**src/verilog/sram_ctl_pkg.sv**
```systemverilog
// shared constants and types for the sram cycle qualify and sleep control pair
// assumes a single 25 MHz clock shared by controller and memory ends
package sram_ctl_pkg;
  localparam int LANES          = 4;
  localparam int LANE_BITS      = 9;
  localparam int DATA_BITS      = LANES * LANE_BITS;
  localparam int ADDR_BITS      = 20;
  localparam int DEPTH_WORDS    = 16;
  localparam int MEM_ADDR_BITS  = 4;
  // sleep entry and exit are both two clock periods
  localparam int SLEEP_ENTER_CYC = 2;
  localparam int SLEEP_EXIT_CYC  = 2;
  localparam logic [1:0] SLEEP_ENTER_CNT = 2'h2;
  localparam logic [1:0] SLEEP_EXIT_CNT  = 2'h2;
  localparam logic [LANES-1:0] LANES_OFF = 4'hf;

  typedef enum logic [1:0] {CYC_IDLE, CYC_READ, CYC_WRITE} cycle_e;
  typedef enum logic [1:0] {CMD_NONE, CMD_READ, CMD_WRITE, CMD_BURST} cmd_e;

  // selection is active only when all three chip selects agree
  function automatic logic chip_selected(input logic primaryN,
                                         input logic secondaryHigh,
                                         input logic secondaryN);
    chip_selected = !primaryN && secondaryHigh && !secondaryN;
  endfunction

  // merge byte lanes that are enabled (active low) into an old word
  function automatic logic [DATA_BITS-1:0] lane_merge(input logic [DATA_BITS-1:0] oldWord,
                                                      input logic [DATA_BITS-1:0] newWord,
                                                      input logic [LANES-1:0]     laneN);
    logic [DATA_BITS-1:0] res;
    res = oldWord;
    for (int i = 0; i < LANES; i++) begin
      if (!laneN[i]) begin
        res[i*LANE_BITS +: LANE_BITS] = newWord[i*LANE_BITS +: LANE_BITS];
      end
    end
    lane_merge = res;
  endfunction
endpackage

```
**src/verilog/sram_link_if.sv**
```systemverilog
// pin bundle between a memory controller and the sram control end
// assumes both ends on the same clock; the data bus is split into dataToMem and dataFromMem, each with its own enable
`timescale 1ns/100ps
interface sram_link_if;
  import sram_ctl_pkg::*;
  logic                        sleep_request;
  logic                        address_advance_n;
  logic                        chip_select_primary_n;
  logic                        chip_select_secondary_high;
  logic                        chip_select_secondary_n;
  logic                        writeStrobeN;
  logic [LANES-1:0]            byte_lane_write_n;
  logic                        clockGateN;
  logic [ADDR_BITS-1:0]        address;
  logic [DATA_BITS-1:0]        dataToMem;
  logic                        dataToMemOe;
  logic [DATA_BITS-1:0]        dataFromMem;
  logic                        dataFromMemOe;

  modport memory (
    input  sleep_request, address_advance_n, chip_select_primary_n,
    input  chip_select_secondary_high, chip_select_secondary_n, writeStrobeN,
    input  byte_lane_write_n, clockGateN, address, dataToMem, dataToMemOe,
    output dataFromMem, dataFromMemOe
  );
  modport controller (
    output sleep_request, address_advance_n, chip_select_primary_n,
    output chip_select_secondary_high, chip_select_secondary_n, writeStrobeN,
    output byte_lane_write_n, clockGateN, address, dataToMem, dataToMemOe,
    input  dataFromMem, dataFromMemOe
  );
endinterface

```
**src/verilog/sram_controller_end.sv**
```systemverilog
// controller end: turns user commands into sram pin activity and sleep requests
// assumes the memory end shares clk_sys; one command at a time
`timescale 1ns/100ps
module sram_controller_end
  import sram_ctl_pkg::*;
(
  input  wire logic                 clk_sys,
  input  wire logic                 reset,
  sram_link_if.controller           link,
  input  wire sram_ctl_pkg::cmd_e   cmd,
  input  wire logic [ADDR_BITS-1:0] cmdAddr,
  input  wire logic [DATA_BITS-1:0] cmdData,
  input  wire logic [LANES-1:0]     cmdLanesN,
  input  wire logic                 sleepWanted,
  output logic                      cmdReady,
  output logic [DATA_BITS-1:0]      readData,
  output logic                      readValid
);
  import sram_ctl_pkg::*;

  typedef struct packed {
    logic                 sleepPin;
    logic [1:0]           guardCnt;
    logic                 advN;
    logic                 selN;
    logic                 weN;
    logic [LANES-1:0]     lanesN;
    logic [ADDR_BITS-1:0] addr;
    logic [DATA_BITS-1:0] wdata;
    logic                 wdataOe;
    logic [1:0]           readPipe;
    logic [DATA_BITS-1:0] rdata;
    logic                 rvalid;
  } state_s;

  state_s cur;
  state_s next_cur;
  logic   idle;

  // commands only when quiet; sleep only once pipe drained
  always_comb begin
    next_cur = cur;
    idle = !cur.sleepPin && cur.guardCnt == 2'h0 && cur.readPipe == 2'h0;
    next_cur.advN    = 1'b0;
    next_cur.selN    = 1'b1;
    next_cur.weN     = 1'b1;
    next_cur.lanesN  = LANES_OFF;
    next_cur.wdataOe = 1'b0;
    next_cur.rvalid  = 1'b0;
    next_cur.readPipe = {cur.readPipe[0], 1'b0};
    if (cur.readPipe[1]) begin
      next_cur.rdata  = link.dataFromMem;
      next_cur.rvalid = 1'b1;
    end
    if (cur.guardCnt != 2'h0) begin
      next_cur.guardCnt = cur.guardCnt - 2'h1;
    end
    if (cur.sleepPin && !sleepWanted) begin
      next_cur.sleepPin = 1'b0;
      next_cur.guardCnt = SLEEP_EXIT_CNT;
    end else if (idle && sleepWanted && cmd == CMD_NONE) begin
      next_cur.sleepPin = 1'b1;
    end else if (idle && cmd != CMD_NONE) begin
      // start edge carries valid selects and a stable address
      next_cur.selN = 1'b0;
      next_cur.addr = cmdAddr;
      case (cmd)
        CMD_WRITE: begin
          next_cur.weN     = 1'b0;
          next_cur.lanesN  = cmdLanesN;
          next_cur.wdata   = cmdData;
          next_cur.wdataOe = 1'b1;
        end
        CMD_READ: next_cur.readPipe = 2'h1;
        default:  next_cur.advN = 1'b1;
      endcase
    end
    if (reset) begin
      next_cur = '0;
      next_cur.selN   = 1'b1;
      next_cur.weN    = 1'b1;
      next_cur.lanesN = LANES_OFF;
    end
  end

  // all pin levels except the tied-low clockGateN come from flip-flops
  always_ff @(posedge clk_sys) begin
    cur <= next_cur;
  end

  assign link.sleep_request              = cur.sleepPin;
  assign link.address_advance_n          = cur.advN;
  assign link.chip_select_primary_n      = cur.selN;
  assign link.chip_select_secondary_high = !cur.selN;
  assign link.chip_select_secondary_n    = cur.selN;
  assign link.writeStrobeN               = cur.weN;
  assign link.byte_lane_write_n          = cur.lanesN;
  assign link.clockGateN                 = 1'b0;
  assign link.address                    = cur.addr;
  assign link.dataToMem                  = cur.wdata;
  assign link.dataToMemOe                = cur.wdataOe;
  assign cmdReady                        = idle && !sleepWanted;
  assign readData                        = cur.rdata;
  assign readValid                       = cur.rvalid;
endmodule

```
**src/flat_wrapper.sv**
```systemverilog
// flat-port wrapper written by rule: the top's interface ports become plain ports
module sram_controller_end_flat import sram_ctl_pkg::*;
  (clk_sys, reset, cmd, cmdAddr, cmdData, cmdLanesN, sleepWanted, cmdReady, readData, readValid, link_sleep_request, link_address_advance_n, link_chip_select_primary_n, link_chip_select_secondary_high, link_chip_select_secondary_n, link_writeStrobeN, link_byte_lane_write_n, link_clockGateN, link_address, link_dataToMem, link_dataToMemOe, link_dataFromMem, link_dataFromMemOe);
  sram_link_if link_i ();
  input  wire logic clk_sys;
  input  wire logic reset;
  input  wire sram_ctl_pkg::cmd_e cmd;
  input  wire logic [ADDR_BITS-1:0] cmdAddr;
  input  wire logic [DATA_BITS-1:0] cmdData;
  input  wire logic [LANES-1:0] cmdLanesN;
  input  wire logic sleepWanted;
  output logic cmdReady;
  output logic [DATA_BITS-1:0] readData;
  output logic readValid;
  output wire logic [$bits(link_i.sleep_request)-1:0] link_sleep_request;
  output wire logic [$bits(link_i.address_advance_n)-1:0] link_address_advance_n;
  output wire logic [$bits(link_i.chip_select_primary_n)-1:0] link_chip_select_primary_n;
  output wire logic [$bits(link_i.chip_select_secondary_high)-1:0] link_chip_select_secondary_high;
  output wire logic [$bits(link_i.chip_select_secondary_n)-1:0] link_chip_select_secondary_n;
  output wire logic [$bits(link_i.writeStrobeN)-1:0] link_writeStrobeN;
  output wire logic [$bits(link_i.byte_lane_write_n)-1:0] link_byte_lane_write_n;
  output wire logic [$bits(link_i.clockGateN)-1:0] link_clockGateN;
  output wire logic [$bits(link_i.address)-1:0] link_address;
  output wire logic [$bits(link_i.dataToMem)-1:0] link_dataToMem;
  output wire logic [$bits(link_i.dataToMemOe)-1:0] link_dataToMemOe;
  input wire logic [$bits(link_i.dataFromMem)-1:0] link_dataFromMem;
  input wire logic [$bits(link_i.dataFromMemOe)-1:0] link_dataFromMemOe;
  assign link_sleep_request = link_i.sleep_request;
  assign link_address_advance_n = link_i.address_advance_n;
  assign link_chip_select_primary_n = link_i.chip_select_primary_n;
  assign link_chip_select_secondary_high = link_i.chip_select_secondary_high;
  assign link_chip_select_secondary_n = link_i.chip_select_secondary_n;
  assign link_writeStrobeN = link_i.writeStrobeN;
  assign link_byte_lane_write_n = link_i.byte_lane_write_n;
  assign link_clockGateN = link_i.clockGateN;
  assign link_address = link_i.address;
  assign link_dataToMem = link_i.dataToMem;
  assign link_dataToMemOe = link_i.dataToMemOe;
  assign link_i.dataFromMem = link_dataFromMem;
  assign link_i.dataFromMemOe = link_dataFromMemOe;
  sram_controller_end u_core (.clk_sys(clk_sys), .reset(reset), .link(link_i), .cmd(cmd), .cmdAddr(cmdAddr), .cmdData(cmdData), .cmdLanesN(cmdLanesN), .sleepWanted(sleepWanted), .cmdReady(cmdReady), .readData(readData), .readValid(readValid));
endmodule
```
**config.mk**
```make
export PLATFORM = sky130hd
export DESIGN_NAME = sram_controller_end_flat
export DESIGN_NICKNAME = d
export VERILOG_FILES = /design/src/verilog/sram_ctl_pkg.sv /design/src/verilog/sram_link_if.sv /design/src/verilog/sram_controller_end.sv /design/src/flat_wrapper.sv
export SDC_FILE = /design/constraint.sdc
export NUM_CORES = 1
export LEC_CHECK = 0
export ABC_AREA = 1
export BUFFER_PORTS_ARGS = -buffer_cell sky130_fd_sc_hd__buf_4
export CAP_MARGIN = 25
export CORE_ASPECT_RATIO = 0.5
export CORE_MARGIN = 1.5
export CORE_UTILIZATION = 45
export CTS_BUF_LIST = sky130_fd_sc_hd__clkbuf_4
export DETAILED_ROUTE_END_ITERATION = 7
export PLACE_DENSITY = 0.79
export SYNTH_ARGS = -nofsm -noshare
export SYNTH_HDL_FRONTEND = slang
export SYNTH_SLANG_ARGS = --single-unit
```
**constraint.sdc**
```tcl
create_clock -name clk_sys -period 1.5 [get_ports clk_sys]
set_clock_uncertainty 0.2 [all_clocks]
set_input_delay 0.225 -clock clk_sys [delete_from_list [all_inputs] [get_ports clk_sys]]
set_output_delay 0.225 -clock clk_sys [all_outputs]
set_load 0.01 [all_outputs]
```
* Yosys cells after proc, flatten, opt, wreduce, memory -nomap -nowiden
Cells that the tools add are included.
Word-level totals: bits in registers 106, input port bits 102, output and inout bits 106, logic and storage cells 54
Cells by class: $add $sub $neg 1, eq/ne operators 2, muxes and demuxes 10, bitwise gates (word level) 4, reduce and logical (&&, ||, !) cells 23
Operators with widths (count):
- 65-bit 2-to-1 mux | 1
- 37-bit 2-to-1 mux | 1
- 2-bit 2-to-1 mux | 5
- 1-bit logical AND | 7
- 2-bit zero test | 3
- 2-bit nonzero test | 3
- 5-bit 2-to-1 mux | 1
- 5-bit OR reduction | 1
- 1-bit inverter | 4
- 4-bit AND reduction | 1
- 2-bit OR reduction | 2
- 4-bit OR reduction | 1
- 1-bit zero test | 3
- 3-bit AND reduction | 1
- 3-bit OR reduction | 1
- 2-bit by 1-bit == test with 1-bit output, second input constant | 1
- 2-bit == test, second input constant | 1
- 1-bit 2-to-1 mux | 2
- 2-bit by 1-bit subtractor with 2-bit output, second input constant | 1

* Logic depth before layout (Yosys ltp)
Gate-level depths: netlist of run 1.
word-level depth 7, mapped depth 8, gate-level depth less buffers 8

* Least setup slack after synthesis of run 1
No wires, ideal clock.
path kind input to register, from input cmd[0], to register u_core.cur, in the netlist u_core.link.dataToMem[0], library setup time 64 ps, arrival 1196 ps, data required time 1236 ps, setup slack 40 ps, stages 8, path buffers 1, path through inv_1 > ha_1 > inv_2 > nand4_4 > nor2_8 > buf_8 > nor2_1 > nor2_1
Between the ends: cells in the longest elaborated chain, start to end 4, elaborated cells on any way between the ends 7, classes of those cells eq/ne (1); bitwise (1); reduce/logical (5)
Ends and longest elaborated chain:
- from (decl) | line flat_wrapper.sv:7 | input wire sram_ctl_pkg::cmd_e cmd;
- 2-bit zero test | line sram_controller_end.sv:61 | end else if (idle && sleepWanted && cmd == CMD_NONE) begin
- 1-bit logical AND | line sram_controller_end.sv:61
- 1-bit inverter (no source line)
- 4-bit AND reduction (no source line) *
- to (signal assigned) | line sram_controller_end.sv:88 | cur <= next_cur;
- to (decl) | line sram_controller_end.sv:36 | state_s cur;
Every way passes the cells marked *; elsewhere a longest branch is shown, timed or not. A chain may end at the register's enable or synchronous reset.

* Worst setup path in the final report of run 1
from register u_core.cur[104] (netlist bit), to output cmdReady
Between the ends: cells in the longest elaborated chain, start to end 4
Ends and longest elaborated chain:
- 2-bit zero test | line sram_controller_end.sv:43 | idle = !cur.sleepPin && cur.guardCnt == 2'h0 && cur.readPipe == 2'h0;
- 1-bit logical AND (2 in a row) | line sram_controller_end.sv:43
- 1-bit logical AND | line sram_controller_end.sv:102 | assign cmdReady = idle && !sleepWanted;
- to (decl) | line flat_wrapper.sv:12 | output logic cmdReady;
Every way passes these cells.

==> results of run 1 <==
[stage by stage]
step | power (mW) | instance area, sq um
after detailed placement | 4.36 | 5860
after CTS | 5.98 | 7020
after global routing | 6.47 | 7250
after floorplan | 3.94 | 4810
final | 6.20 | 7250
after global placement | 4.34 | 5860
[cells in the mapped netlist, drive strengths merged]
cell	instances	area [sq um]
nand2	45	171
nand3	2	10.0
nor3	1	5.00
a21oi	2	10.0
o21ai	56	280
clkbuf	12	45.0
conb	1	3.75
nor2	194	783
ha	3	37.5
buf	121	895
or2	1	6.26
dfxtp	106	2120
inv	52	195
nand4	37	246
[placed cells by master, fill, tap and decap left out]
cell type      instances
buf_6                  6
o21ai_0               45
nand2_1               42
inv_2                  3
o21ai_1               10
o21ai_2                1
clkbuf_16              6
nand4_1               36
ha_1                   3
nand2_2                3
dfxtp_1              101
dfxtp_4                3
conb_1                 1
buf_2                  1
clkbuf_4              11
a21oi_1                2
clkinv_2               2
dfxtp_2                2
nor3_1                 1
buf_12                 9
buf_4                220
nand3_2                1
dlygate4sd3_1         99
inv_4                  1
nor2_8                 2
clkinv_1               1
nand4_4                1
bufinv_16              1
nor2_1               189
inv_1                 48
or2_2                  1
nand3_1                1
nor2_4                 3
[critical path: cells and delay by family, from the launching register on]
family	cells	cell delay, ns
DFF	1	0.37
and+or+nand+nor	3	0.32
buffers and inverters	1	0.14
[flip-flops by register name (all words and copies together) (netlist names)]
name,cells
u_core.readData,36
u_core.link.address_advance_n,1
u_core.link.writeStrobeN,1
u_core.readValid,1
u_core.link.sleep_request,1
u_core.link.chip_select_primary_n,1
u_core.cur,4
u_core.link.byte_lane_write_n,4
u_core.link.dataToMem,36
u_core.link.address,20
u_core.link.dataToMemOe,1
[cell type report]
| cell class | count | area, sq um | area share, % |
|---|---|---|---|
| Clock inverter | 4 | 43.8 | 0.604 |
| Sequential cell | 106 | 2140 | 29.5 |
| Inverter | 52 | 198 | 2.73 |
| Clock buffer | 11 | 82.6 | 1.14 |
| Tap cell | 140 | 175 | 2.42 |
| Multi-Input combinational cell | 342 | 1570 | 21.6 |
| Timing Repair Buffer | 341 | 3050 | 42.0 |
[routing by layer]
metal,vias up,track usage [%],wire (microns)
li1,2304,-,-
met1,2262,25.8,5800
met2,236,43.8,7650
met3,82,6.83,1010
met4,0,14.1,890
met5,-,0,0
[power groups by stage]
stage | Clock [mW] | Combinational (mW) | Sequential (mW)
finish | 1.43 | 1.67 | 3.10
global route | 1.56 | 1.79 | 3.12
CTS | 1.46 | 1.43 | 3.09
detailed placement | 0 | 1.21 | 3.15
global placement | 0 | 1.19 | 3.14
floorplan | 0 | 0.808 | 3.13
[final timing paths]
kind	from	endpoint	slack [ns]	cells past startpoint
max	u_core.cur[104]$_SDFFE_PP0P_	cmdReady	-0.20	4
min	cmd[0]	u_core.cur[37]$_SDFF_PP0_	0.11	5
max reg2reg	u_core.cur[104]$_SDFFE_PP0P_	u_core.link.dataToMem[9]$_SDFFE_PP0P_	-0.17	7
min reg2reg	u_core.cur[103]$_SDFFE_PP0P_	u_core.cur[103]$_SDFFE_PP0P_	0.27	1
[cells by family (layout without fill, tap and decap cells)]
logic type	count (synthesis)	in the layout
compound gates	58	58
fa+ha+maj	3	3
buf+inv	185	408
flops	106	106
other cells	1	1
simple gates	280	280
[timing repair]
item                                    in CTS  in global routing
gates resized for setup                      8                 22
endpoints found under the setup margin       1                 80
hold buffers                                99                  0
pin swaps                                    4                 10
endpoints found under the hold margin      103                  0
setup buffers                                3                  1
cloned                                       0                 10
==> results.toml, run 1 <==
[logic_synthesis]
synth-simple-area-share_pct = 25.4
yosys_register_bits = 106
synth-xor-area-share_pct = 0
synth_nets = 738
yosysSeqAreaShare_pct = 44.1
ys_types = 23
synth_cells = 633
synth_top_family_by_area = "simple AND/OR/NAND/NOR gates"
avgSynthCellArea_sq_um = 7.60
synth_compound_area_share_pct = 6.03
synthAdderAreaFrac_pct = 0.780
synth_mux_area_share_pct = 0
synth_warnings = 0
synth_area_sq_um = 4810

[min_path]
hold_class = "primary input to flip-flop"

[clock_network]
clk_path_buf_depth = 2
clock_latency_ns = 0.45
htree_levels = 3
cts_tree = "done"
clkSlewWorstSetupHoldPaths_ns = 0.15
cts_made_buffers = 9
numClockSinks = 106
cts_root_buffer = "clkbuf_4"

[die]
coreArea_sq_um = 10300
io-pin-count = 208
initial_utilization_pct = 46.7
die-area_sq_um = 11400
die_y_microns = 76.1
rows = 26
die_x_microns = 149

[worst_setup_path]
crit_type = "flip-flop to output pin"
cp.required_ns = 1.07
startpoint_type = "flip-flop"
arrival_ns = 1.27
crit_path_max_fanout = 2
cp_slowest_stage_delay_ns = 0.37
endpoint_kind = "output pin"
critPathSlowestCell = "dfxtp_2"
crit_chain = "nor2_4 > nand3_2 > nor2_1 > buf_4"

[flow_run]
maxCapViolCount = 0

[placed_design]
io_buffers = 205
pre_cts_ws_ns = -0.0923
gp_congestion = 0.765
dpl.hpwl_microns = 7610
dp_cells = 868

[status]
run_status = "finished, violations left"
violations = "negative setup slack"

[global_routing]
grt_pass1_vias = 4743
antenna_found_initial = 0
grt_overflow = 0
grt_first_pass_wirelength_microns = 22200
gr-usage-all-layers_pct = 24.5
grt_max_degree = 38

[detailed_routing]
viasPerCell = 4.90
num_vias = 4884
drt-initial-drc-count = 255
drc = 0
wl_microns = 15400
drt-pass1-iter-count = 5
ant_nets = 0
wl_per_cell_microns = 15.4

[power]
clkPwrFrac_pct = 23.0
switchingPower_mw = 1.75
p_leak_nw = 3.65
p_comb_share_pct = 27.0
vdd_drop_max_mv = 0.478
power.density_nw_per_um2 = 855
pwr-share-seq_pct = 50.0
p_int_mw = 4.45
sw_frac_of_total_pct = 28.3

[timing]
hold_viol_final = 0
whs_ns = 0.108
maxSlewViolCount = 0
min_period_over_period_pct = 113
rsz0062_at_grt = "true"
fin_setup_tns_ns = -7.32
period_minus_slack_ns = 1.70
setup_viol = 67
max_freq_ghz = 0.590
fin_ws_ns = -0.196

[final_layout]
fillers = 677
fin_nets = 957
area_delta_synth_final_pct = 50.7
drive_gt1_share_pct = 32.4
instances_no_fill = 996
finish.utilization_pct = 70.3
num_antenna_cells = 0
Power figures use the tool's default switching activity.
==> inputs of run 2 (changes only) <==
--- a/config.mk
+++ b/config.mk
@@ -10,10 +10,10 @@
 export CAP_MARGIN = 25
 export CORE_ASPECT_RATIO = 0.5
 export CORE_MARGIN = 1.5
-export CORE_UTILIZATION = 45
+export CORE_UTILIZATION = 49
 export CTS_BUF_LIST = sky130_fd_sc_hd__clkbuf_4
 export DETAILED_ROUTE_END_ITERATION = 7
-export PLACE_DENSITY = 0.79
+export PLACE_DENSITY = 0.82
 export SYNTH_ARGS = -nofsm -noshare
 export SYNTH_HDL_FRONTEND = slang
 export SYNTH_SLANG_ARGS = --single-unit
==> constraint.sdc (replaced) <==
create_clock -name clk_sys -period 1.6 [get_ports clk_sys]
set_clock_uncertainty 0.2 [all_clocks]
set_input_delay 0.24 -clock clk_sys [delete_from_list [all_inputs] [get_ports clk_sys]]
set_output_delay 0.24 -clock clk_sys [all_outputs]
set_load 0.01 [all_outputs]
==> run 2 against run 1 <==
  * The run still ends with negative setup slack left
  * Global-route usage grew 2.1 points
  * Largest power group unchanged
  * Cell count shrank 1.9%
  * Sequential power fell by 6.5%
  * Routed wire length shrank 6.7%
  * Flip-flop and latch count is the same
  * Design area down 3.5%
  * Via count down 3.0%
  * Register-to-register slack improved by 0.13 ns
  * Largest cell class unchanged
==> results.toml, run 2 (same netlist as run 1, synthesis figures left out) <==
[clock_network]
clock_latency_ns = 0.45
numClockSinks = 106
clk_path_buf_depth = 2
htree_levels = 3
clkSlewWorstSetupHoldPaths_ns = 0.16
cts_made_buffers = 9
cts_root_buffer = "clkbuf_4"
cts_tree = "done"

[detailed_routing]
wl_microns = 14300
drt-pass1-iter-count = 5
viasPerCell = 4.85
wl_per_cell_microns = 14.7
drt-initial-drc-count = 257
ant_nets = 0
drc = 0
num_vias = 4736

[min_path]
holdPathStages = 5
min_from = "cmd[0]"
hold_class = "primary input to flip-flop"
min_to = "u_core.link.sleep_request$_SDFFE_PP0P_"

[timing]
fin_ws_ns = -0.0820
setup_viol = 36
whs_ns = 0.0845
period_minus_slack_ns = 1.68
hold_viol_final = 0
min_period_over_period_pct = 105
max_freq_ghz = 0.595
maxSlewViolCount = 0
rsz0062_at_grt = "true"
fin_setup_tns_ns = -0.820

[placed_design]
pre_cts_ws_ns = -0.0476
gp_congestion = 0.808
io_buffers = 205
dpl.hpwl_microns = 7350

[global_routing]
top_usage_layer = "met2"
use_met3_pct = 6.63
grt_use_met1_pct = 27.6
grt_pass1_vias = 4693
grt_first_pass_wirelength_microns = 21800
grt_max_degree = 50
gr-usage-all-layers_pct = 26.5
grt_use_met2_pct = 49.8
grt_overflow = 0
antenna_found_initial = 0

[worst_setup_path]
endpoint_kind = "output pin"
reg2reg_slack_ns = -0.04
startpoint_type = "flip-flop"
r2r_cells = 7
rr_startpoint = "u_core.cur[103]$_SDFFE_PP0P_"
crit_chain = "inv_2 > nand3_2 > nor2_1 > buf_4"
arrival_ns = 1.24
critPathSlowestCell = "dfxtp_1"
cp_slowest_stage_delay_ns = 0.36
crit_type = "flip-flop to output pin"
cp.required_ns = 1.16
crit_path_max_fanout = 5
rr_endpoint = "u_core.link.dataToMem[8]$_SDFFE_PP0P_"

[status]
run_status = "finished, violations left"
violations = "negative setup slack"

[power]
p_int_mw = 3.88
p_comb_share_pct = 26.0
power.density_nw_per_um2 = 781
switchingPower_mw = 1.58
sw_frac_of_total_pct = 29.0
p_total_mw = 5.46
pwr-share-seq_pct = 53.1
p_leak_nw = 3.52
vdd_drop_max_mv = 0.367
clkPwrFrac_pct = 20.9

[final_layout]
area_delta_synth_final_pct = 45.4
drive_gt1_share_pct = 30.6
final_common_cell = "buf_4"
num_antenna_cells = 0
final_cell_mix = "215 x buf_4, 189 x nor2_1, 102 x dfxtp_1"
fin_nets = 943

[die]
die-area_sq_um = 10500
initial_utilization_pct = 50.8
die_y_microns = 73.1
rows = 25
io-pin-count = 208
coreArea_sq_um = 9480
die_x_microns = 143

[flow_run]
maxCapViolCount = 0
## run 2: area by class of cell
class,count,area (sq um)
timing repair buffer,327,2830
fill,633,2480
sequential,106,2130
multi-input combinational,342,1560
inverter,52,200
tap,135,169
clock buffer,10,75.1
clock inverter,5,22.5
## run 2: metal layers
| metal | up-vias | wire length, microns |
|---|---|---|
| li1 | 2273 | - |
| met1 | 2208 | 5560 |
| met2 | 199 | 7350 |
| met3 | 56 | 765 |
| met4 | 0 | 645 |
| met5 | - | 0 |
## run 2: worst max path at each step
stage,from,end,slack [ns],cells after the start
2_1_floorplan,cmd[0],u_core.link.dataToMem[0]$_SDFFE_PP0P_,0.12,8
3_3_place_gp,cmd[0],u_core.link.dataToMem[4]$_SDFFE_PP0P_,-0.01,9
3_5_place_dp,cmd[0],u_core.link.address[9]$_SDFFE_PP0P_,-0.05,8
4_1_cts,u_core.cur[37]$_SDFF_PP0_,cmdReady,-0.12,4
5_1_grt,u_core.link.sleep_request$_SDFFE_PP0P_,cmdReady,-0.15,4
6_report,u_core.link.sleep_request$_SDFFE_PP0P_,cmdReady,-0.08,4
## run 2: critical path: cells and delay by family (launching register included)
kind / cells / cell delay [ns]
DFF: 1 / 0.36
and+or+nand+nor: 2 / 0.18
buffers and inverters: 2 / 0.25
## run 2: power by group through the flow
stage                     Clock, mW  Combinational, mW  Sequential (mW)
after global placement            0               1.10             2.95
after detailed placement          0               1.11             2.95
after global routing           1.27               1.53             2.92
after CTS                      1.18               1.32             2.89
final                          1.14               1.42             2.90
after floorplan                   0              0.758             2.94
## run 2: repair_timing
action / CTS / global route
setup endpoints to repair: 1 / 66
endpoints found under the hold margin: 106 / 1
cloned: 0 / 2
pin swaps: 4 / 15
setup buffers: 3 / 1
hold buffers: 100 / 1
resized for setup: 7 / 19
## run 2: stage by stage
step	util (%)	cell area [sq um]	cells
after floorplan	-	4810	633
after global placement	60.9	5770	856
after detailed placement	60.9	5770	856
after CTS	72.9	6910	974
after global routing	73.8	6990	977
final	73.8	6990	977
